--- config.mk ---
export PLATFORM = sky130hd
export DESIGN_NAME = fpv_top
export DESIGN_NICKNAME = d
export VERILOG_FILES = /design/src/logic/fpv_pkg.sv /design/src/logic/fpv_top.sv
export VERILOG_INCLUDE_DIRS = /design/src /design/src/logic
export SDC_FILE = /design/constraint.sdc
export NUM_CORES = 1
export LEC_CHECK = 0
export BUFFER_PORTS_ARGS = -buffer_cell sky130_fd_sc_hd__buf_2
export CAP_MARGIN = 10
export CELL_PAD_IN_SITES_DETAIL_PLACEMENT = 0
export CELL_PAD_IN_SITES_GLOBAL_PLACEMENT = 1
export CORE_MARGIN = 2
export CORE_UTILIZATION = 31
export CTS_CLUSTER_SIZE = 16
export DETAILED_ROUTE_END_ITERATION = 8
export PLACE_DENSITY_LB_ADDON = 0.08
export SLEW_MARGIN = 10
export SYNTH_ARGS = -nofsm -noshare
export SYNTH_HDL_FRONTEND = slang
export SYNTH_SLANG_ARGS = --single-unit
--- constraint.sdc ---
create_clock -name i_ref_clk -period 6.5 [get_ports i_ref_clk]
set_clock_uncertainty 0.2 [all_clocks]
set_input_delay 1.3 -clock i_ref_clk [delete_from_list [all_inputs] [get_ports i_ref_clk]]
set_output_delay 1.3 -clock i_ref_clk [all_outputs]
set_load 0.1 [all_outputs]
--- src/logic/fpv_map.svh ---
// Register map, field layout, reset values and timing figures of the fan PWM block.
// Assumes it is included by bare name wherever these names are used.
`ifndef FPV_MAP_SVH
`define FPV_MAP_SVH

`define FPV_ADDR_DUTY 8'h4C
`define FPV_ADDR_DIV 8'h4D
`define FPV_ADDR_SHIFT 8'h4E

`define FPV_DUTY_RST 8'h00
`define FPV_DIV_RST 5'h17
`define FPV_SHIFT_RST 6'h00

`define FPV_EXT_HI 7
`define FPV_EXT_LO 6
`define FPV_BASE_HI 5
`define FPV_DIV_HI 4
`define FPV_SHIFT_HI 5

`define FPV_HI_SHIFT 8
`define FPV_LO_SHIFT 6

`define FPV_REF_HZ 20000000
`define FPV_MCLK_FAST_HZ 360000
`define FPV_MCLK_SLOW_HZ 1400
`define FPV_CYC(hz) ((`FPV_REF_HZ + (hz) / 2) / (hz))

`endif

--- src/logic/fpv_pkg.sv ---
// Types of the fan PWM value and frequency block.
// Assumes fpv_map.svh for widths it shares with the map.
package fpv_pkg;
    typedef struct packed {
        logic [7:0] addr;
        logic wr;
        logic rd;
        logic [7:0] wdata;
    } fpv_reg_req_t;

    typedef struct packed {
        logic [7:0] rdata;
        logic rvalid;
    } fpv_reg_rsp_t;

    typedef struct packed {
        logic direct_prog;
        logic mclk_slow;
        logic high_res;
        logic spinup_active;
        logic [7:0] spinup_duty;
        logic [7:0] lut_duty;
    } fpv_ctl_t;

    typedef struct packed {
        logic [13:0] pre_cnt;
        logic [5:0] pos;
        logic [5:0] period;
        logic [7:0] duty_l;
        logic [7:0] duty_sw;
        logic [4:0] divisor;
        logic [5:0] temp_shift;
        logic [7:0] rdata;
        logic rvalid;
        logic pwm_on;
    } fpv_state_t;
endpackage : fpv_pkg

--- src/logic/fpv_top.sv ---
// Fan PWM value register, output frequency divider and lookup offset register.
// Assumes a register port fed by the serial management bus logic, and
// control levels from the fan configuration and spin-up logic.
//
// Contract
// Program bit clear: duty register read-only, returns lookup-table duty.
// Program bit set: duty register writable, output driven from written value.
// In direct mode written duty replaces lookup result as PWM source.
// During spin-up, duty register reads zero.
// Duty register is 8 bits: 2 extension bits over 6 base bits.
// Output frequency is master clock over twice the 5-bit divisor.
// Master clock is 360 kHz or 1.4 kHz by select bit.
// Divisor zero behaves as divisor one.
// Unused upper bits of divisor and offset registers ignore writes, read zero.
// Output high for portion of period proportional to duty.
`timescale 1ns/100ps
`include "fpv_map.svh"

module fpv_top #(
    parameter int unsigned P_SLOW_CNT = `FPV_CYC(`FPV_MCLK_SLOW_HZ)
) (
    // Clock and reset
    input wire logic i_ref_clk,
    input wire logic i_rst_n,
    // Register port
    input wire fpv_pkg::fpv_reg_req_t i_reg,
    output fpv_pkg::fpv_reg_rsp_t o_reg,
    // Fan control levels
    input wire fpv_pkg::fpv_ctl_t i_ctl,
    output logic [5:0] o_table_temp_shift,
    // Open-drain fan pin
    input wire logic i_fan_pwm,
    output logic o_fan_pwm,
    output logic o_fan_pwm_oe_n,
    output logic o_fan_pin_level
);
    import fpv_pkg::*;

    localparam int unsigned FAST_CNT = `FPV_CYC(`FPV_MCLK_FAST_HZ);

    fpv_state_t st;
    fpv_state_t next_st;

    logic [13:0] tick_limit;
    logic tick;
    logic [4:0] eff_n;
    logic [5:0] period_now;
    logic [7:0] cur_duty;
    logic [7:0] duty_read;
    logic [13:0] pos_scaled;
    logic [13:0] duty_scaled;
    logic pin_level;

    function automatic logic hit(input logic [7:0] addr, input logic [7:0] target);
        hit = (addr == target);
    endfunction : hit

    always_comb begin
        tick_limit = i_ctl.mclk_slow ? 14'(P_SLOW_CNT) : 14'(FAST_CNT);
        // Compare with >= so a switch to a shorter count never wraps the prescaler
        tick = (st.pre_cnt >= tick_limit - 14'h0001);
        // Zero would give a zero-length period and stall the counter
        eff_n = (st.divisor == 5'h00) ? 5'h01 : st.divisor;
        period_now = {eff_n, 1'b0};
        // Spin-up owns the pin; otherwise the program bit picks the source
        if (i_ctl.spinup_active) begin
            cur_duty = i_ctl.spinup_duty;
        end else if (i_ctl.direct_prog) begin
            cur_duty = st.duty_sw;
        end else begin
            cur_duty = i_ctl.lut_duty;
        end
        duty_read = i_ctl.spinup_active ? 8'h00 : cur_duty;
        // Compare position against duty on a common 14-bit scale
        if (i_ctl.high_res) begin
            pos_scaled = {st.pos, 8'h00};
            duty_scaled = 14'(st.duty_l) * 14'(st.period);
        end else begin
            pos_scaled = {2'h0, st.pos, 6'h00};
            duty_scaled = 14'(st.duty_l[`FPV_BASE_HI:0]) * 14'(st.period);
        end
    end

    always_comb begin
        next_st = st;
        next_st.rvalid = 1'b0;
        next_st.pre_cnt = tick ? 14'h0000 : st.pre_cnt + 14'h0001;
        if (tick) begin
            // Duty and period only change on a period boundary, no runt pulses
            if (st.pos >= st.period - 6'h01) begin
                next_st.pos = 6'h00;
                next_st.period = period_now;
                next_st.duty_l = cur_duty;
            end else begin
                next_st.pos = st.pos + 6'h01;
            end
        end
        next_st.pwm_on = (pos_scaled < duty_scaled);
        if (i_reg.wr) begin
            if (hit(i_reg.addr, `FPV_ADDR_DUTY) && i_ctl.direct_prog) begin
                next_st.duty_sw = i_reg.wdata;
            end
            if (hit(i_reg.addr, `FPV_ADDR_DIV)) begin
                next_st.divisor = i_reg.wdata[`FPV_DIV_HI:0];
            end
            if (hit(i_reg.addr, `FPV_ADDR_SHIFT)) begin
                next_st.temp_shift = i_reg.wdata[`FPV_SHIFT_HI:0];
            end
        end
        if (i_reg.rd) begin
            next_st.rvalid = 1'b1;
            if (hit(i_reg.addr, `FPV_ADDR_DUTY)) begin
                next_st.rdata = duty_read;
            end else if (hit(i_reg.addr, `FPV_ADDR_DIV)) begin
                next_st.rdata = {3'h0, st.divisor};
            end else if (hit(i_reg.addr, `FPV_ADDR_SHIFT)) begin
                next_st.rdata = {2'h0, st.temp_shift};
            end else begin
                next_st.rdata = 8'h00;
            end
        end
    end

    always_ff @(posedge i_ref_clk or negedge i_rst_n) begin
        if (!i_rst_n) begin
            st.pre_cnt <= 14'h0000;
            st.pos <= 6'h00;
            st.period <= {`FPV_DIV_RST, 1'b0};
            st.duty_l <= `FPV_DUTY_RST;
            st.duty_sw <= `FPV_DUTY_RST;
            st.divisor <= `FPV_DIV_RST;
            st.temp_shift <= `FPV_SHIFT_RST;
            st.rdata <= 8'h00;
            st.rvalid <= 1'b0;
            st.pwm_on <= 1'b0;
        end else begin
            st <= next_st;
        end
    end

    always_ff @(posedge i_ref_clk or negedge i_rst_n) begin
        if (!i_rst_n) begin
            pin_level <= 1'b0;
        end else begin
            pin_level <= i_fan_pwm;
        end
    end

    // Open drain: release for the on phase, pull low otherwise
    assign o_fan_pwm = 1'b0;
    assign o_fan_pwm_oe_n = st.pwm_on;
    assign o_fan_pin_level = pin_level;
    assign o_reg.rdata = st.rdata;
    assign o_reg.rvalid = st.rvalid;
    assign o_table_temp_shift = st.temp_shift;

    duty_locked_a: assert property (@(posedge i_ref_clk) disable iff (!i_rst_n)
        i_reg.wr && hit(i_reg.addr, `FPV_ADDR_DUTY) && !i_ctl.direct_prog |=> $stable(st.duty_sw))
        else $error("duty register changed while read-only");

    lut_readback_a: assert property (@(posedge i_ref_clk) disable iff (!i_rst_n)
        i_reg.rd && hit(i_reg.addr, `FPV_ADDR_DUTY) && !i_ctl.direct_prog && !i_ctl.spinup_active
        |=> o_reg.rdata == $past(i_ctl.lut_duty))
        else $error("duty read does not show table value");

    duty_write_a: assert property (@(posedge i_ref_clk) disable iff (!i_rst_n)
        i_reg.wr && hit(i_reg.addr, `FPV_ADDR_DUTY) && i_ctl.direct_prog
        |=> st.duty_sw == $past(i_reg.wdata))
        else $error("direct duty write lost");

    direct_src_a: assert property (@(posedge i_ref_clk) disable iff (!i_rst_n)
        tick && st.pos >= st.period - 6'h01 && i_ctl.direct_prog && !i_ctl.spinup_active
        |=> st.duty_l == $past(st.duty_sw))
        else $error("direct duty not used as source");

    spin_read_a: assert property (@(posedge i_ref_clk) disable iff (!i_rst_n)
        i_reg.rd && hit(i_reg.addr, `FPV_ADDR_DUTY) && i_ctl.spinup_active
        |=> o_reg.rvalid && o_reg.rdata == 8'h00)
        else $error("duty read nonzero during spin-up");

    period_wrap_a: assert property (@(posedge i_ref_clk) disable iff (!i_rst_n)
        tick && st.pos >= st.period - 6'h01 |=> st.pos == 6'h00 && st.period == {$past(eff_n), 1'b0})
        else $error("period wrap wrong");

    tick_gap_a: assert property (@(posedge i_ref_clk) disable iff (!i_rst_n)
        tick && !i_ctl.mclk_slow ##1 !i_ctl.mclk_slow [*8] |-> !tick)
        else $error("master tick too frequent");

    div_zero_a: assert property (@(posedge i_ref_clk) disable iff (!i_rst_n)
        st.divisor == 5'h00 |-> period_now == 6'h02)
        else $error("zero divisor not mapped to one");

    rsv_read_a: assert property (@(posedge i_ref_clk) disable iff (!i_rst_n)
        i_reg.rd && (hit(i_reg.addr, `FPV_ADDR_DIV) || hit(i_reg.addr, `FPV_ADDR_SHIFT))
        |=> o_reg.rdata[7:6] == 2'h0)
        else $error("reserved bits read nonzero");

    zero_duty_a: assert property (@(posedge i_ref_clk) disable iff (!i_rst_n)
        st.duty_l == 8'h00 && $stable(st.duty_l) |=> !st.pwm_on)
        else $error("output on with zero duty");

    // Register port checks
    div_write_a: assert property (@(posedge i_ref_clk) disable iff (!i_rst_n)
        i_reg.wr && hit(i_reg.addr, `FPV_ADDR_DIV)
        |=> st.divisor == $past(i_reg.wdata[`FPV_DIV_HI:0]))
        else $error("divisor write lost");

    div_hold_a: assert property (@(posedge i_ref_clk) disable iff (!i_rst_n)
        !(i_reg.wr && hit(i_reg.addr, `FPV_ADDR_DIV))
        |=> $stable(st.divisor))
        else $error("divisor changed without a write");

    shift_write_a: assert property (@(posedge i_ref_clk) disable iff (!i_rst_n)
        i_reg.wr && hit(i_reg.addr, `FPV_ADDR_SHIFT)
        |=> st.temp_shift == $past(i_reg.wdata[`FPV_SHIFT_HI:0]))
        else $error("offset write lost");

    div_rsv_read_a: assert property (@(posedge i_ref_clk) disable iff (!i_rst_n)
        i_reg.rd && hit(i_reg.addr, `FPV_ADDR_DIV)
        |=> o_reg.rdata[7:5] == 3'h0)
        else $error("divisor reserved bits read nonzero");

    unmapped_read_a: assert property (@(posedge i_ref_clk) disable iff (!i_rst_n)
        i_reg.rd && !hit(i_reg.addr, `FPV_ADDR_DUTY) && !hit(i_reg.addr, `FPV_ADDR_DIV)
        && !hit(i_reg.addr, `FPV_ADDR_SHIFT) |=> o_reg.rdata == 8'h00)
        else $error("unmapped read nonzero");

    read_answer_a: assert property (@(posedge i_ref_clk) disable iff (!i_rst_n)
        i_reg.rd
        |=> o_reg.rvalid)
        else $error("read not answered");

    read_quiet_a: assert property (@(posedge i_ref_clk) disable iff (!i_rst_n)
        !i_reg.rd
        |=> !o_reg.rvalid)
        else $error("read valid without a read");

    rdata_hold_a: assert property (@(posedge i_ref_clk) disable iff (!i_rst_n)
        !i_reg.rd
        |=> $stable(o_reg.rdata))
        else $error("read data moved without a read");

    direct_read_a: assert property (@(posedge i_ref_clk) disable iff (!i_rst_n)
        i_reg.rd && hit(i_reg.addr, `FPV_ADDR_DUTY) && i_ctl.direct_prog && !i_ctl.spinup_active
        |=> o_reg.rdata == $past(st.duty_sw))
        else $error("duty read does not show written value");

    duty_hold_a: assert property (@(posedge i_ref_clk) disable iff (!i_rst_n)
        !(i_reg.wr && hit(i_reg.addr, `FPV_ADDR_DUTY) && i_ctl.direct_prog)
        |=> $stable(st.duty_sw))
        else $error("written duty changed without a write");

    // PWM timing checks
    tick_clear_a: assert property (@(posedge i_ref_clk) disable iff (!i_rst_n)
        tick
        |=> st.pre_cnt == 14'h0000)
        else $error("prescaler not cleared on tick");

    tick_count_a: assert property (@(posedge i_ref_clk) disable iff (!i_rst_n)
        !tick
        |=> st.pre_cnt == $past(st.pre_cnt) + 14'h0001)
        else $error("prescaler skipped a count");

    pos_step_a: assert property (@(posedge i_ref_clk) disable iff (!i_rst_n)
        tick && st.pos < st.period - 6'h01
        |=> st.pos == $past(st.pos) + 6'h01)
        else $error("position did not advance on tick");

    pos_hold_a: assert property (@(posedge i_ref_clk) disable iff (!i_rst_n)
        !tick
        |=> $stable(st.pos) && $stable(st.period) && $stable(st.duty_l))
        else $error("period state moved between ticks");

    pos_bound_a: assert property (@(posedge i_ref_clk) disable iff (!i_rst_n)
        st.pos < st.period)
        else $error("position beyond period");

    period_even_a: assert property (@(posedge i_ref_clk) disable iff (!i_rst_n)
        st.period[0] == 1'b0 && st.period != 6'h00)
        else $error("period not twice a nonzero divisor");

    zero_wrap_a: assert property (@(posedge i_ref_clk) disable iff (!i_rst_n)
        tick && st.pos >= st.period - 6'h01 && st.divisor == 5'h00
        |=> st.period == 6'h02)
        else $error("zero divisor period not two ticks");

    lut_src_a: assert property (@(posedge i_ref_clk) disable iff (!i_rst_n)
        tick && st.pos >= st.period - 6'h01 && !i_ctl.direct_prog && !i_ctl.spinup_active
        |=> st.duty_l == $past(i_ctl.lut_duty))
        else $error("table duty not used as source");

    spin_src_a: assert property (@(posedge i_ref_clk) disable iff (!i_rst_n)
        tick && st.pos >= st.period - 6'h01 && i_ctl.spinup_active
        |=> st.duty_l == $past(i_ctl.spinup_duty))
        else $error("spin-up duty not used as source");

    // Nonzero duty (base bits only in low-res mode) must give an on phase at the start of every period
    start_on_a: assert property (@(posedge i_ref_clk) disable iff (!i_rst_n)
        st.pos == 6'h00 && (i_ctl.high_res ? st.duty_l != 8'h00 : st.duty_l[`FPV_BASE_HI:0] != 6'h00)
        |=> st.pwm_on)
        else $error("output off at period start");

endmodule : fpv_top

### Word-level counts from Yosys, hierarchy flattened

Cells that the tools add are included.

| operators by class | value |
|---|---|
| $add $sub $neg | 4 |
| multipliers | 2 |
| magnitude comparators | 3 |
| equality and inequality tests | 3 |
| multiplexer cells | 13 |
| reductions and logical operators | 6 |

Operators with widths:

| cell | number |
|---|---|
| $mux 14 | 4 |
| $mux 8 | 4 |
| $eq 8x7->1 const B | 3 |
| $mux 6 | 3 |
| $add 14x1->14 const B | 1 |
| $ge 14x14->1 | 1 |
| $lt 14x14->1 | 1 |
| $sub 14x1->14 const B | 1 |
| $mul 8x5->13 | 1 |
| $mul 6x5->11 | 1 |
| $reduce_and 2->1 | 4 |
| $add 6x1->6 const B | 1 |
| $ge 6x6->1 | 1 |
| $sub 6x1->6 const B | 1 |
| $logic_not 5->1 | 1 |
| $mux 5 | 1 |
| $logic_and 1x1->1 | 1 |
| $mux 1 | 1 |

| storage, ports and cells | value |
|---|---|
| register bits after elaboration | 63 |
| bits of input ports | 41 |
| output and inout bits | 18 |
| logic and storage cells | 42 |

### Depth between registers and ports, before layout

Gate-level depths: netlist of run 1.

| logic depth | value |
|---|---|
| word-level depth | 4 |
| mapped depth | 20 |
| mapped depth without buffers | 19 |

### Worst setup path before layout of run 1

Ideal clock, no wire load.

| timing | value |
|---|---|
| path kind | reg-to-reg |
| from | register st[42] (netlist bit) |
| to | register st (netlist bit o_fan_pwm_oe_n) |
| setup time | 0.121 ns |
| data arrival time | 4.744 ns |
| required time | 6.179 ns |
| slack | 1.434 ns |
| stages on the path, launching flop included | 19 |
| path buffers | 1 |
| clock period less this slack | 5.066 ns |
| cell sequence | dfstp_2 -> clkbuf_1 -> nand2_1 -> fa_1 -> fa_1 -> fa_1 -> inv_1 -> ha_1 -> o21ai_0 -> o21ai_1 -> a21oi_1 -> xor2_1 -> mux2_2 -> ha_1 -> nand2_1 -> a2111o_1 -> o31ai_1 -> o221ai_1 -> o2bb2ai_1 |

RTL lines:

| item | RTL line | source |
|---|---|---|
| start, declared | fpv_top.sv:41 | `fpv_state_t st;` |
| start signal, assigned | fpv_top.sv:137 | `st <= next_st;` |

==> results of run 1 <==
==> area by class of cell <==
cell class                 count  area share [%]
multi-input combinational    398           55.37
clock buffer                   9           3.740
clock inverter                 7           2.119
inverter                      48           2.992
sequential                    63           26.35
timing repair buffer          58           4.862
tap                          220           4.571
==> cells in the mapped netlist (all sizes together), types with 6 or more instances <==
master	count
a21oi	16
a221oi	6
a22o	7
and2	18
and3	9
buf	20
clkbuf	8
dfrtp	55
dfstp	8
fa	19
ha	58
inv	47
mux2	32
mux2i	22
nand2	35
nand3	19
nor2	49
nor3	6
o21ai	18
xnor2	14
xor2	12
==> power by group through the flow <==
| stage | clock network, mW | logic (mW) | registers (mW) |
|---|---|---|---|
| floorplan | 0 | 0.693 | 0.584 |
| global route | 0.619 | 1.00 | 0.624 |
| detailed placement | 0 | 0.892 | 0.612 |
| finish | 0.581 | 0.880 | 0.604 |
| CTS | 0.600 | 0.897 | 0.605 |
| global placement | 0 | 0.887 | 0.614 |
==> metrics by stage <==
step / hold slack [ps] / instances / util [%] / cell area (sq um) / power, mW
2_1_floorplan: 256.0 / 537 / - / 5289 / 1.277
3_3_place_gp: 271.8 / 787 / 34.07 / 5669 / 1.500
3_5_place_dp: 279.4 / 787 / 34.07 / 5669 / 1.503
4_1_cts: 298.3 / 803 / 36.19 / 6022 / 2.102
5_1_grt: 314.8 / 803 / 36.19 / 6022 / 2.247
6_report: 303.2 / 803 / 36.19 / 6022 / 2.065
==> worst max-delay path, delay by kind of cell, from the launching register on <==
| kind | cells | cell delay (ps) |
|---|---|---|
| fa+ha+maj | 5 | 2100 |
| buf+inv | 2 | 90 |
| simple gates | 2 | 230 |
| xor+xnor | 1 | 170 |
| mux | 1 | 280 |
| flops | 1 | 650 |
| compound gates | 7 | 1370 |
==> worst max-delay path by stage <==
stage | start | endpoint | slack (ps) | cells past startpoint
finish | st[40]$_DFFE_PN1P_ | o_fan_pwm_oe_n$_DFF_PN0_ | 1290 | 18
floorplan | st[42]$_DFFE_PN1P_ | o_fan_pwm_oe_n$_DFF_PN0_ | 1430 | 18
CTS | st[40]$_DFFE_PN1P_ | o_fan_pwm_oe_n$_DFF_PN0_ | 1270 | 18
detailed placement | st[40]$_DFFE_PN1P_ | o_fan_pwm_oe_n$_DFF_PN0_ | 1270 | 18
global placement | st[40]$_DFFE_PN1P_ | o_fan_pwm_oe_n$_DFF_PN0_ | 1390 | 18
global route | st[42]$_DFFE_PN1P_ | o_fan_pwm_oe_n$_DFF_PN0_ | 1000 | 17
==> metal layers <==
metal | routed length [um] | share of wire, %
met1 | 6584 | 50
met2 | 6095 | 46
met3 | 265 | 2.0
met4 | 208 | 1.6
met5 | 0 | 0
==> logic make-up (layout without fill, tap and decap cells) <==
group,count (synthesis),in the layout,synth area share (%)
compound gates,83,83,11.69
xor+xnor,26,26,4.306
buf+inv,76,122,6.955
simple gates,157,157,14.88
fa+ha+maj,77,77,20.91
other cells,1,1,0.07090
flops,63,63,30.00
mux,54,54,11.19
==> impl_metrics.py, run 1 <==
metrics = {
    "clock_tree": {
        "cts-root-buf": "clkbuf_16",
        "cts_setup_buffers": 0,
        "numCtsBuffers": 9,
        "htreeDepth": 3,
        "postCtsHoldBufs": 0,
        "insertion_delay_ps": 340,
        "cts_resized": 0,
        "cts_tree": "done",
        "clkTransAtPathRegs_ps": 60,
        "clock-sinks": 63,
        "cts_buffer_depth": 2,
    },
    "flow_run": {
        "drv_cap": 0,
    },
    "yosys": {
        "yosysTopAreaCellShare_pct": 26.02,
        "synth_area_sq_um": 5289,
        "synth_seq_cells": 63,
        "yosysWarnings": 0,
        "synth_nets": 655,
        "ys.flop_type": "dfrtp_1",
        "ys_seq_area_share_pct": 30.00,
        "netlist_instances": 537,
        "ys_types": 66,
        "yosys.area.top_type": "dfrtp_1",
        "synth_area_leaders": "dfrtp_1 26%, ha_1 14%, fa_1 7.2%",
        "synthArstFlopShare_pct": 100.0,
        "synth.avg_cell_area_sq_um": 9.849,
        "synth-edff-count": 0,
    },
    "critical_path": {
        "worstPathRequired_ps": 6520,
        "worstPathCellList": "and2_1 > fa_1 > fa_1 > inv_1 > fa_1 > inv_1 > ha_1 > o21ai_0 > o21ai_1 > a21oi_1 > xor2_1 > mux2_2 > ha_1 > nand2_1 > a2111o_1 > o31ai_1 > o221ai_1 > o2bb2ai_1",
        "critPathMaxFanout": 12,
        "r2r-end": "o_fan_pwm_oe_n$_DFF_PN0_",
        "crit_path_top_delay_cell": "dfstp_2",
        "max_stage_delay_ps": 650,
        "cp_common_cell": "fa_1",
        "crit_arrival_ps": 5240,
        "r2r-start": "st[40]$_DFFE_PN1P_",
        "crit_type": "flip-flop to flip-flop",
        "rrSetupSlack_ps": 1290,
        "startpoint_type": "flip-flop",
        "reg2reg_depth": 18,
        "cp-end-kind": "flip-flop",
    },
    "sta": {
        "hold_viol": 0,
        "setup_tns_ps": 0,
        "finalSetupViolCount": 0,
        "worst_slew_pin_slew_ps": 820.5,
        "timing.final.ws_setup_ps": 1287,
        "fmax_ghz": 0.1918,
        "period_share_pct": 80.20,
        "maxSlewHeadroom_pct": 45.30,
        "slew_violations": 0,
        "period_needed_ps": 5213,
        "rsz0062_at_grt": "no",
    },
    "drt": {
        "ant_nets": 0,
        "drc_errors": 0,
        "routed_wirelength_um": 13150,
        "wl_per_cell_um": 16.38,
        "avgViaCountPerCell": 4.867,
        "first_iter_violations": 194,
        "vias": 3908,
        "firstDrtPassIters": 4,
    },
    "pwr": {
        "power_density_nw_per_um2": 342.9,
        "internal-power_mw": 1.227,
        "power.sequential.fraction_pct": 29.3,
        "pwr-share-comb_pct": 42.6,
        "power.net_switching_mw": 0.8381,
        "swShare_pct": 40.58,
        "pwr-share-clk_pct": 28.1,
        "p_leak_nw": 2.994,
        "irDropWorstVdd_uv": 158.3,
    },
    "final_layout": {
        "multiInputGateArea_sq_um": 3334,
        "largest_reg_flops": 46,
        "layout-drive-gt1-share_pct": 22.47,
        "syn_to_final_growth_pct": 13.86,
        "fin_nets": 696,
        "regArea_sq_um": 1587,
        "mostFrequentLayoutCells": "58 x ha_1, 57 x buf_2, 55 x dfrtp_1, 49 x nor2_1, 47 x inv_1",
        "final_common_cell": "ha_1",
        "n_antenna_cell": 0,
        "fillCellCount": 1701,
    },
    "place": {
        "place_congestion": 0.8236,
        "dp_hpwl_um": 10430,
        "pre_cts_ws_ps": 1273,
        "port_buffers": 57,
    },
    "global_routing": {
        "top_usage_layer": "met2",
        "grt_pass1_wl_um": 21580,
        "gr-usage-met2_pct": 23.95,
        "use_met3_pct": 3.041,
        "grtUsageTotal_pct": 15.29,
        "met1_usage_pct": 21.64,
        "antenna_found_initial": 0,
        "grt_pass1_vias": 4066,
        "grt_overflow": 0,
        "grt_max_degree": 64,
    },
    "floorplan": {
        "ios": 59,
        "die_y_um": 134.6,
        "core_sq_um": 16640,
        "dieArea_sq_um": 18120,
        "num_rows": 47,
        "fp.dieW_um": 134.6,
        "start_util_pct": 31.78,
    },
    "status": {
        "outcome": "finished, final reports clean",
    },
    "hold_path": {
        "hold_path_startpoint": "o_reg[6]$_DFFE_PN0P_",
        "whs_path_depth": 1,
        "whs_endpoint": "o_reg[6]$_DFFE_PN0P_",
        "worstHoldPathType": "flip-flop to flip-flop",
    },
}
No activity file was read; power rests on OpenSTA's default activity.
==> inputs of run 2 (changes only) <==
clock period = 5.1 ns   (was 6.5 ns; I/O delays follow)
==> run 2 against run 1 <==
  * Setup slack got worse by 1100 ps
  * Core utilization grew 1.3 points
  * Flip-flop and latch count is the same
  * Largest cell class unchanged
  * Largest power group unchanged
  * Highest routed layer unchanged
==> impl_metrics.py, run 2 (synthesis gave the netlist of run 1 again) <==
metrics = {
    "sta": {
        "hold_viol": 0,
        "slew_violations": 0,
        "period_share_pct": 95.54,
        "fmax_ghz": 0.2052,
        "finalSetupViolCount": 0,
        "maxSlewHeadroom_pct": 59.61,
        "period_needed_ps": 4873,
        "worst_slew_pin_slew_ps": 605.8,
        "setup_tns_ps": 0,
    },
    "critical_path": {
        "crit_end": "o_fan_pwm_oe_n$_DFF_PN0_",
        "worstPathRequired_ps": 5120,
        "critPathMaxFanout": 5,
        "crit_type": "flip-flop to flip-flop",
        "cp-end-kind": "flip-flop",
        "r2r-end": "o_fan_pwm_oe_n$_DFF_PN0_",
        "r2r-start": "st[42]$_DFFE_PN1P_",
        "startpoint_type": "flip-flop",
        "rrSetupSlack_ps": 230,
        "critPathLaunch": "st[42]$_DFFE_PN1P_",
        "reg2reg_depth": 17,
        "crit_arrival_ps": 4890,
    },
    "final_layout": {
        "syn_to_final_growth_pct": 17.81,
        "layout-drive-gt1-share_pct": 27.55,
        "n_antenna_cell": 0,
        "mostFrequentLayoutCells": "57 x buf_2, 54 x dfrtp_1, 52 x ha_1, 49 x nor2_1, 46 x inv_1",
        "fin_nets": 712,
        "postLayoutCoreUtil_pct": 37.44,
        "fillCellCount": 1705,
        "final_common_cell": "buf_2",
        "multiInputGateArea_sq_um": 3453,
        "largest_reg_flops": 46,
        "regArea_sq_um": 1588,
    },
    "clock_tree": {
        "htreeDepth": 3,
        "postCtsHoldBufs": 0,
        "cts-root-buf": "clkbuf_16",
        "clock-sinks": 63,
        "insertion_delay_ps": 330,
        "cts_tree": "done",
        "cts_buffer_depth": 2,
        "numCtsBuffers": 9,
        "clkTransAtPathRegs_ps": 50,
    },
    "floorplan": {
        "start_util_pct": 31.78,
        "ios": 59,
        "fp.dieW_um": 134.6,
        "die_y_um": 134.6,
        "core_sq_um": 16640,
        "dieArea_sq_um": 18120,
        "num_rows": 47,
    },
    "flow_run": {
        "drv_cap": 0,
    },
    "global_routing": {
        "grtUsageTotal_pct": 15.50,
        "antenna_found_initial": 0,
        "grt_max_degree": 48,
        "grt_pass1_wl_um": 21930,
        "met1_usage_pct": 21.69,
        "top_usage_layer": "met2",
        "use_met3_pct": 2.440,
        "gr-usage-met2_pct": 24.32,
        "grt_pass1_vias": 4219,
        "grt_overflow": 0,
    },
    "drt": {
        "ant_nets": 0,
        "first_iter_violations": 140,
        "routed_wirelength_um": 13310,
        "vias": 3985,
        "wl_per_cell_um": 16.25,
        "avgViaCountPerCell": 4.866,
        "drc_errors": 0,
        "firstDrtPassIters": 4,
    },
    "pwr": {
        "irDropWorstVdd_uv": 169.9,
        "p_leak_nw": 3.074,
        "power_density_nw_per_um2": 435.9,
        "total_power_mw": 2.716,
    },
    "place": {
        "dp_hpwl_um": 10670,
        "place_congestion": 0.8067,
        "port_buffers": 57,
    },
    "hold_path": {
        "worstHoldPathType": "flip-flop to flip-flop",
    },
    "status": {
        "outcome": "finished, final reports clean",
    },
}
## run 2: changes by cell type in the layout (fill, tap and decap cells not counted), moves of 2 or more
cell      before  now
and2_4         0    2
clkbuf_1       0    3
ha_1          58   52
inv_6          2    0
ha_4           0    4
a21oi_1       14   10
and2_1        18   16
o21ai_2        0    2
o21ai_0       16   14
ha_2           0    2
buf_4          1   16
a21oi_2        1    5
## run 2: layer usage
| layer | routed length (um) | up-vias |
|---|---|---|
| li1 | - | 1976 |
| met1 | 6580 | 1957 |
| met2 | 6231 | 36 |
| met3 | 245 | 16 |
| met4 | 249 | 0 |
| met5 | 0 | - |
## run 2: worst min path at each step
stage                    startpoint                   end  slack (ps)  depth (start not counted)
2_1_floorplan  o_reg[6]$_DFFE_PN0P_  o_reg[6]$_DFFE_PN0P_         260                          1
3_3_place_gp   o_reg[6]$_DFFE_PN0P_  o_reg[6]$_DFFE_PN0P_         270                          1
3_5_place_dp   o_reg[7]$_DFFE_PN0P_  o_reg[7]$_DFFE_PN0P_         290                          1
4_1_cts          st[25]$_DFFE_PN0P_    st[25]$_DFFE_PN0P_         310                          1
5_1_grt        o_reg[7]$_DFFE_PN0P_  o_reg[7]$_DFFE_PN0P_         320                          1
6_report       o_reg[4]$_DFFE_PN0P_  o_reg[4]$_DFFE_PN0P_         310                          2
## run 2: where the power goes
part	internal [mW]	total, mW	switching [mW]
sequential	0.614	0.754	0.141
combinational	0.569	1.30	0.730
clock	0.442	0.663	0.222
## run 2: what timing repair did
action / in CTS / in global routing
gates cloned: 0 / 0
setup buffers: 2 / 7
pin swaps: 3 / 24
gates resized for setup: 4 / 24
setup endpoints to repair: 1 / 1
## run 2: layout make-up
cell class                 count  share of cell area, %
inverter                      48                  2.892
clock buffer                  13                  4.016
clock inverter                 3                  1.084
multi-input combinational    398                  55.42
sequential                    63                  25.48
timing repair buffer          74                  6.687
tap                          220                  4.418
## run 2: critical path, stage by stage (launching register included)
cell and delay, ps:
dfstp_2 570, nand2_1 90, fa_1 550, fa_1 440, fa_1 540, inv_1 60
ha_4 180, a211oi_1 260, o21ai_2 160, a21oi_2 210, xor2_1 90, mux2_4 290
ha_4 260, nand2_1 50, a2111o_1 290, o31ai_2 220, o221ai_1 150, o2bb2ai_1 140
## run 2: stage by stage
step | hold WS, ps | std cells | worst slack (ps) | cell area, sq um
floorplan | 256.0 | 537 | 34.32 | 5289
global placement | 272.2 | 794 | 97.51 | 5722
detailed placement | 292.6 | 794 | -71.70 | 5722
CTS | 310.8 | 812 | 15.74 | 6066
global route | 323.2 | 819 | -8.917 | 6231
finish | 307.7 | 819 | 227.4 | 6231
